--- src/design/reset_pin_sequencer_cfg.svh ---
`ifndef RESET_PIN_SEQUENCER_CFG_SVH
`define RESET_PIN_SEQUENCER_CFG_SVH

// ----------------------------------------------------------------------
// sequence timing, in system oscillator cycles
// ----------------------------------------------------------------------
`define RPS_TIMER_WIDTH 8
`define RPS_DRIVE_CYCLES 8'h80
`define RPS_SAMPLE_DELAY_CYCLES 8'h40

// ----------------------------------------------------------------------
// reset values
// ----------------------------------------------------------------------
`define RPS_OSC_CFG_RESET 1'b1
`define RPS_SYNC_RESET 2'h3

`endif

--- src/design/reset_pin_sequencer_pkg.sv ---
package reset_pin_sequencer_pkg;

  // gray codes along drive -> wait -> sample -> run
  typedef enum logic [1:0] {
    ST_DRIVE = 2'h0,
    ST_WAIT = 2'h1,
    ST_SAMPLE = 2'h3,
    ST_RUN = 2'h2
  } seq_state_e;

  typedef enum logic [1:0] {
    VEC_EXTERNAL = 2'h0,
    VEC_WATCHDOG = 2'h1,
    VEC_CLOCK_MONITOR = 2'h2
  } reset_vector_e;

endpackage : reset_pin_sequencer_pkg

--- src/design/seq_timer_if.sv ---
`timescale 1ns/1ns
`include "reset_pin_sequencer_cfg.svh"

interface seq_timer_if;
  logic restart;
  logic [`RPS_TIMER_WIDTH-1:0] limit;
  logic expired;

  modport ctrl (output restart, output limit, input expired);
  modport timer (input restart, input limit, output expired);
endinterface : seq_timer_if

--- src/design/seq_timer.sv ---
`timescale 1ns/1ns
`include "reset_pin_sequencer_cfg.svh"

module seq_timer #(
  parameter int WIDTH = `RPS_TIMER_WIDTH
) (
  input wire logic clock,
  input wire logic rst,
  input wire logic clk_en,
  seq_timer_if.timer tmr
);

  logic [WIDTH-1:0] count_q;

  // ----------------------------------------------------------------------
  // count that stops at expiry, restarted by the sequencer
  // ----------------------------------------------------------------------
  always_ff @(posedge clock or posedge rst) begin
    if (rst) begin
      count_q <= '0;
    end else if (clk_en) begin
      if (tmr.restart) begin
        count_q <= '0;
      end else if (!tmr.expired) begin
        count_q <= count_q + WIDTH'(1);
      end
    end
  end

  // expires on the last cycle of the interval, so an interval of n
  // cycles spans exactly n edges including the restart edge
  assign tmr.expired = (count_q == WIDTH'(tmr.limit - WIDTH'(1)));

endmodule : seq_timer

--- src/design/reset_pin_sequencer.sv ---
`timescale 1ns/1ns
`include "reset_pin_sequencer_cfg.svh"

module reset_pin_sequencer
  import reset_pin_sequencer_pkg::*;
(
  input wire logic clock,
  input wire logic rst,
  input wire logic clk_en,
  input wire logic watchdog_reset_source,
  input wire logic clock_monitor_reset_source,
  input wire logic self_clock_mode,
  input wire logic full_stop,
  input wire logic reset_pin_in,
  output logic reset_pin_out,
  output logic reset_pin_oe,
  output logic reset_pin_pullup_en,
  input wire logic port_e_bit_seven_in,
  output logic port_e_bit_seven_out,
  output logic port_e_bit_seven_oe,
  output logic port_e_bit_seven_pullup_en,
  input wire logic double_bus_clock_out,
  input wire logic alt_clock_sel,
  input wire logic gpio_out,
  input wire logic gpio_oe,
  output logic gpio_in,
  output logic core_reset,
  output reset_vector_e reset_vector,
  output logic osc_config_select_n,
  output logic full_swing_pierce_sel
);

  seq_state_e state_q;
  logic [1:0] rpin_sync_q;
  logic [1:0] opin_sync_q;
  logic por_q;
  logic wd_q;
  logic cm_q;
  logic scm_q;
  logic stop_q;
  logic internal_req;
  logic start_req;
  logic cfg_update;
  logic osc_cfg_q;
  logic reset_oe_q;
  logic core_reset_q;
  reset_vector_e vector_q;
  logic pe7_out_q;
  logic pe7_oe_q;
  logic pe7_pu_q;
  logic gpio_in_q;

  seq_timer_if tmr ();

  seq_timer #(
    .WIDTH(`RPS_TIMER_WIDTH)
  ) u_timer (
    .clock(clock),
    .rst(rst),
    .clk_en(clk_en),
    .tmr(tmr)
  );

  // ----------------------------------------------------------------------
  // pin synchronisers
  // ----------------------------------------------------------------------
  // both reset high, matching the pullups on the two pins
  always_ff @(posedge clock or posedge rst) begin
    if (rst) begin
      rpin_sync_q <= `RPS_SYNC_RESET;
    end else if (clk_en) begin
      rpin_sync_q <= {rpin_sync_q[0], reset_pin_in};
    end
  end

  always_ff @(posedge clock or posedge rst) begin
    if (rst) begin
      opin_sync_q <= `RPS_SYNC_RESET;
    end else if (clk_en) begin
      opin_sync_q <= {opin_sync_q[0], port_e_bit_seven_in};
    end
  end

  // ----------------------------------------------------------------------
  // reset requests
  // ----------------------------------------------------------------------
  assign internal_req = watchdog_reset_source | clock_monitor_reset_source;
  // an external low only starts a sequence from run; inside the sequence
  // the pin low is our own drive or the level still to be sampled
  assign start_req = internal_req |
                     ((state_q == ST_RUN) & ~rpin_sync_q[1]);

  // ----------------------------------------------------------------------
  // sequencer
  // ----------------------------------------------------------------------
  always_comb begin
    tmr.restart = 1'b0;
    tmr.limit = `RPS_DRIVE_CYCLES;
    case (state_q)
      ST_DRIVE: begin
        // restart on leaving too, so wait begins with a fresh count
        tmr.restart = internal_req | tmr.expired;
        tmr.limit = `RPS_DRIVE_CYCLES;
      end
      ST_WAIT: begin
        tmr.restart = internal_req | tmr.expired;
        tmr.limit = `RPS_SAMPLE_DELAY_CYCLES;
      end
      ST_SAMPLE: begin
        tmr.restart = 1'b1;
        tmr.limit = `RPS_DRIVE_CYCLES;
      end
      ST_RUN: begin
        tmr.restart = 1'b1;
        tmr.limit = `RPS_DRIVE_CYCLES;
      end
      default: begin
        tmr.restart = 1'b1;
        tmr.limit = `RPS_DRIVE_CYCLES;
      end
    endcase
  end

  // timer counts in drive and wait; restart is low there except on
  // a new request or on expiry, so drive and wait hold for exactly their intervals
  always_ff @(posedge clock or posedge rst) begin
    if (rst) begin
      state_q <= ST_DRIVE;
    end else if (clk_en) begin
      case (state_q)
        ST_DRIVE: begin
          if (!internal_req && tmr.expired) begin
            state_q <= ST_WAIT;
          end
        end
        ST_WAIT: begin
          if (internal_req) begin
            state_q <= ST_DRIVE;
          end else if (tmr.expired) begin
            state_q <= ST_SAMPLE;
          end
        end
        ST_SAMPLE: begin
          state_q <= internal_req ? ST_DRIVE : ST_RUN;
        end
        ST_RUN: begin
          if (start_req) begin
            state_q <= ST_DRIVE;
          end
        end
        default: begin
          state_q <= ST_DRIVE;
        end
      endcase
    end
  end

  // ----------------------------------------------------------------------
  // reset cause flags
  // ----------------------------------------------------------------------
  // a request in the sample cycle restarts the sequence, so set wins
  always_ff @(posedge clock or posedge rst) begin
    if (rst) begin
      por_q <= 1'b1;
      wd_q <= 1'b0;
      cm_q <= 1'b0;
      scm_q <= 1'b0;
      stop_q <= 1'b0;
    end else if (clk_en) begin
      if (state_q == ST_SAMPLE && !internal_req) begin
        por_q <= 1'b0;
        wd_q <= 1'b0;
        cm_q <= 1'b0;
        scm_q <= 1'b0;
        stop_q <= 1'b0;
      end else if (start_req || state_q != ST_RUN) begin
        wd_q <= wd_q | watchdog_reset_source;
        cm_q <= cm_q | clock_monitor_reset_source;
        if (state_q == ST_RUN) begin
          scm_q <= self_clock_mode;
          stop_q <= full_stop;
        end
      end
    end
  end

  // ----------------------------------------------------------------------
  // vector select and core reset
  // ----------------------------------------------------------------------
  always_ff @(posedge clock or posedge rst) begin
    if (rst) begin
      vector_q <= VEC_EXTERNAL;
    end else if (clk_en && state_q == ST_SAMPLE && !internal_req) begin
      if (!rpin_sync_q[1]) begin
        vector_q <= VEC_EXTERNAL;
      end else if (cm_q) begin
        vector_q <= VEC_CLOCK_MONITOR;
      end else if (wd_q) begin
        vector_q <= VEC_WATCHDOG;
      end else begin
        vector_q <= VEC_EXTERNAL;
      end
    end
  end

  always_ff @(posedge clock or posedge rst) begin
    if (rst) begin
      core_reset_q <= 1'b1;
      reset_oe_q <= 1'b1;
    end else if (clk_en) begin
      core_reset_q <= !(state_q == ST_SAMPLE && !internal_req) &&
                      !(state_q == ST_RUN && !start_req);
      reset_oe_q <= (state_q == ST_DRIVE && !(tmr.expired &&
                     !internal_req)) || (state_q != ST_DRIVE &&
                     start_req);
    end
  end

  // ----------------------------------------------------------------------
  // oscillator configuration latch
  // ----------------------------------------------------------------------
  assign cfg_update = por_q | cm_q | scm_q | stop_q;

  always_ff @(posedge clock or posedge rst) begin
    if (rst) begin
      osc_cfg_q <= `RPS_OSC_CFG_RESET;
    end else if (clk_en && state_q == ST_SAMPLE && !internal_req &&
                 cfg_update) begin
      osc_cfg_q <= opin_sync_q[1];
    end
  end

  // ----------------------------------------------------------------------
  // osc select pin function
  // ----------------------------------------------------------------------
  // alternate drive only once the core is out of reset
  always_ff @(posedge clock or posedge rst) begin
    if (rst) begin
      pe7_out_q <= 1'b0;
      pe7_oe_q <= 1'b0;
      pe7_pu_q <= 1'b1;
      gpio_in_q <= 1'b1;
    end else if (clk_en) begin
      gpio_in_q <= opin_sync_q[1];
      if (state_q == ST_RUN && !start_req) begin
        pe7_out_q <= alt_clock_sel ? double_bus_clock_out : gpio_out;
        pe7_oe_q <= alt_clock_sel | gpio_oe;
        pe7_pu_q <= 1'b0;
      end else begin
        pe7_out_q <= 1'b0;
        pe7_oe_q <= 1'b0;
        pe7_pu_q <= 1'b1;
      end
    end
  end

  // ----------------------------------------------------------------------
  // outputs
  // ----------------------------------------------------------------------
  assign reset_pin_out = 1'b0;
  assign reset_pin_oe = reset_oe_q;
  assign reset_pin_pullup_en = 1'b1;
  assign port_e_bit_seven_out = pe7_out_q;
  assign port_e_bit_seven_oe = pe7_oe_q;
  assign port_e_bit_seven_pullup_en = pe7_pu_q;
  assign gpio_in = gpio_in_q;
  assign core_reset = core_reset_q;
  assign reset_vector = vector_q;
  assign osc_config_select_n = osc_cfg_q;
  assign full_swing_pierce_sel = ~osc_cfg_q;

endmodule : reset_pin_sequencer

--- config.mk ---
export PLATFORM = sky130hd
export DESIGN_NAME = reset_pin_sequencer
export DESIGN_NICKNAME = d
export VERILOG_FILES = /design/src/design/reset_pin_sequencer_pkg.sv /design/src/design/seq_timer_if.sv /design/src/design/seq_timer.sv /design/src/design/reset_pin_sequencer.sv
export VERILOG_INCLUDE_DIRS = /design/src /design/src/design
export SDC_FILE = /design/constraint.sdc
export NUM_CORES = 1
export LEC_CHECK = 0
export BUFFER_PORTS_ARGS = -buffer_cell sky130_fd_sc_hd__buf_4
export CORE_MARGIN = 4
export CORE_UTILIZATION = 38
export CTS_BUF_LIST = sky130_fd_sc_hd__clkbuf_8
export DETAILED_ROUTE_END_ITERATION = 6
export GPL_ROUTABILITY_DRIVEN = 1
export PLACE_DENSITY_LB_ADDON = 0.3
export SYNTH_ARGS = -nofsm -noshare
export SYNTH_HDL_FRONTEND = slang
export SYNTH_SLANG_ARGS = --single-unit
--- constraint.sdc ---
create_clock -name clock -period 2.88 [get_ports clock]
set_clock_uncertainty 0.05 [all_clocks]
set_input_delay 0.144 -clock clock [delete_from_list [all_inputs] [get_ports clock]]
set_output_delay 0.144 -clock clock [all_outputs]
set_load 0.05 [all_outputs]
==> results.cfg <==
[worst_hold_path]
holdCritPathClass = in -> reg
hp-start = port_e_bit_seven_in
hold_path_end = opin_sync_q[0]
holdPathStages = 2

[cts]
clock_path_buffers = 2
cts_tree = built
hold_buffers = 0
post_cts_resized = 0
cts_root_buffer = clkbuf_8
htreeDepth = 1
clkLatencyLatePin_ps = 270
cts.sinks = 28
cts_setup_buffers = 0
clk_pin_slew_ps = 100
numCtsBuffers = 3

[logic_synthesis]
ys_types = 41
yosysSeqAreaShare_pct = 51.0
syn_area_um2 = 1400
synth_nets = 143
async_reset_ff_share_pct = 100
synthCells = 129
yosysWarningCount = 0
synth-edff-count = 0
synth_area_per_cell_um2 = 10.8
synthFlopType = dfrtp_1
ys_ff_latch = 28

[routing]
detail_route.vias_per_cell = 4.80
num_vias = 927
drtIter0Drc = 66
postRouteAntennaNets = 0
drc = 0
postRouteWirelength_mm = 2.38
wl_per_cell_um = 12.3
first_pass_iters = 4

[finish]
nets = 162
fillers = 342
register_area_um2 = 713
multi_input_area_um2 = 616
drive_above_1_share_pct = 34.7
syn_to_final_growth_pct = 17.5
final_area_um2 = 1640
diodes = 0

[sta]
hold_violations = 0
setup_viol = 0
worstMarginPinSlew_ps = 1040
worst_slack_ps = 1350
tns_ps = 0
fin_crit_sh_pct = 53.0
fmax_ghz = 0.655
slew_violations = 0
finalCriticalPeriod_ps = 1530
rsz0062_at_grt = false
relSlewSlack_pct = 30.6

[die]
core_area_um2 = 3440
start_util_pct = 40.6
die_y_um = 68.6
die_w_um = 68.6
ios = 25
die_area_um2 = 4710
rows = 21

[setup_path]
critPathRequiredTime_ps = 3000
r2r_slack_ps = 1350
reg2reg_depth = 4
start_kind = flop
reg2reg_to = state_q[1]
path_max_fanout = 12
arrival_ps = 1640
end_kind = flop
r2r_start = state_q[0]
worstSetupPathType = reg -> reg

[grt]
grt.total_usage_pct = 11.8
grt_pass1_wl_mm = 4.15
grt_pass1_vias = 936
gr-total-overflow = 0
antenna_found_initial = 0
grt_max_degree = 29

[pwr]
power.density_nw_per_um2 = 501
p_leak_nw = 0.704
ir_drop_v = 0.000287

[place]
dpl-instance-area_um2 = 1570
gp_congestion = 0.763
io_buffers = 22
dp_slack_ps = 1360
detailed_place_hpwl_mm = 1.78

[outcome]
outcome = finished clean

[flow_run]
max_cap_viol_count = 0
state kept, by name (all words and copies together) (netlist names), 2 cells and up:
register,count
reset_vector,2
u_timer.count_q,8
opin_sync_q,2
rpin_sync_q,2
state_q,2
metrics by stage:
stage	power (W)	instances	hold WS [ps]	utilization (%)
after floorplan	0.000502	129	152	-
after global placement	0.000526	189	323	45.6
after detailed placement	0.000529	189	328	45.6
after CTS	0.000839	193	37.7	47.7
after global routing	0.000861	193	35.9	47.7
final	0.000822	193	47.4	47.7
metal layers:
layer | part of all wire, % | global-route usage [%]
met5 | 0 | 0
met4 | 0.88 | 5.96
met3 | 4.8 | 2.59
met2 | 48 | 18.7
met1 | 46 | 15.1
synth_stat cells, types with 2 or more instances:
cell	n	area, um^2
buf_4	3	22.5
nand4_1	2	12.5
a21oi_1	6	30.0
nand3_1	2	10.0
o21a_1	2	15.0
mux2_1	4	45.0
nand2_1	12	45.0
dfrtp_1	18	450
a32oi_1	2	17.5
mux2_2	3	33.8
nor2_1	16	60.1
mux2i_1	2	20.0
clkbuf_1	3	11.3
inv_1	5	18.8
xor2_1	3	26.3
conb_1	2	7.51
dfstp_2	10	263
o21ai_0	2	10.0
a21o_1	2	15.0
o21ai_1	6	30.0
nor3_2	2	20.0
xnor2_1	3	26.3
how the worst max path moves through the flow:
stage                         from             endpoint  depth (start not counted)
floorplan           rpin_sync_q[1]  port_e_bit_seven_oe                          5
global placement        state_q[0]           state_q[1]                          4
detailed placement      state_q[0]           state_q[1]                          4
CTS                     state_q[0]           state_q[1]                          4
global route            state_q[0]   u_timer.count_q[3]                          4
finish                  state_q[0]           state_q[1]                          4
layout make-up:
class / count / share of cell area [%]
Timing Repair Buffer: 22 / 10.1
Sequential cell: 28 / 43.4
Inverter: 5 / 1.14
Clock buffer: 3 / 2.52
Multi-Input combinational cell: 88 / 37.5
Tap cell: 46 / 3.51
Clock inverter: 1 / 1.83
layout by cell type, fill, tap and decap left out, types with 2 or more instances in the layout:
cell      count
a21o_1        2
a21oi_1       6
a32oi_1       2
buf_4        22
clkbuf_8      3
conb_1        2
dfrtp_1      18
dfstp_2      10
inv_1         5
mux2_1        4
mux2_2        3
mux2i_1       2
nand2_1      12
nand3_1       2
nand4_1       2
nor2_1       16
nor3_2        2
o21a_1        2
o21ai_0       2
o21ai_1       6
xnor2_1       3
xor2_1        3
worst max-delay path, cell delays in order, from the launching register on:
cell,delay [ps]
dfrtp_1,520
nor2b_2,240
xnor2_2,270
nor3_4,70
a32o_2,270
where the power goes:
| part | internal [W] | total, W | switching (W) |
|---|---|---|---|
| logic | 0.0000345 | 0.0000856 | 0.0000511 |
| registers | 0.000417 | 0.000434 | 0.0000165 |
| clock network | 0.000186 | 0.000303 | 0.000117 |
kinds of logic after synthesis:
| logic type | after synthesis | synth area share, % |
|---|---|---|
| AO/OA/AOI/OAI | 26 | 12.9 |
| XOR/XNOR | 7 | 4.92 |
| adder cells (fa/ha/maj) | 1 | 0.895 |
| buffers and inverters | 13 | 4.92 |
| flip-flops | 28 | 51.0 |
| multiplexers | 9 | 7.07 |
| other | 2 | 0.537 |
| AND/OR/NAND/NOR | 43 | 17.7 |
Note: power is estimated with default switching activity, not from simulation.
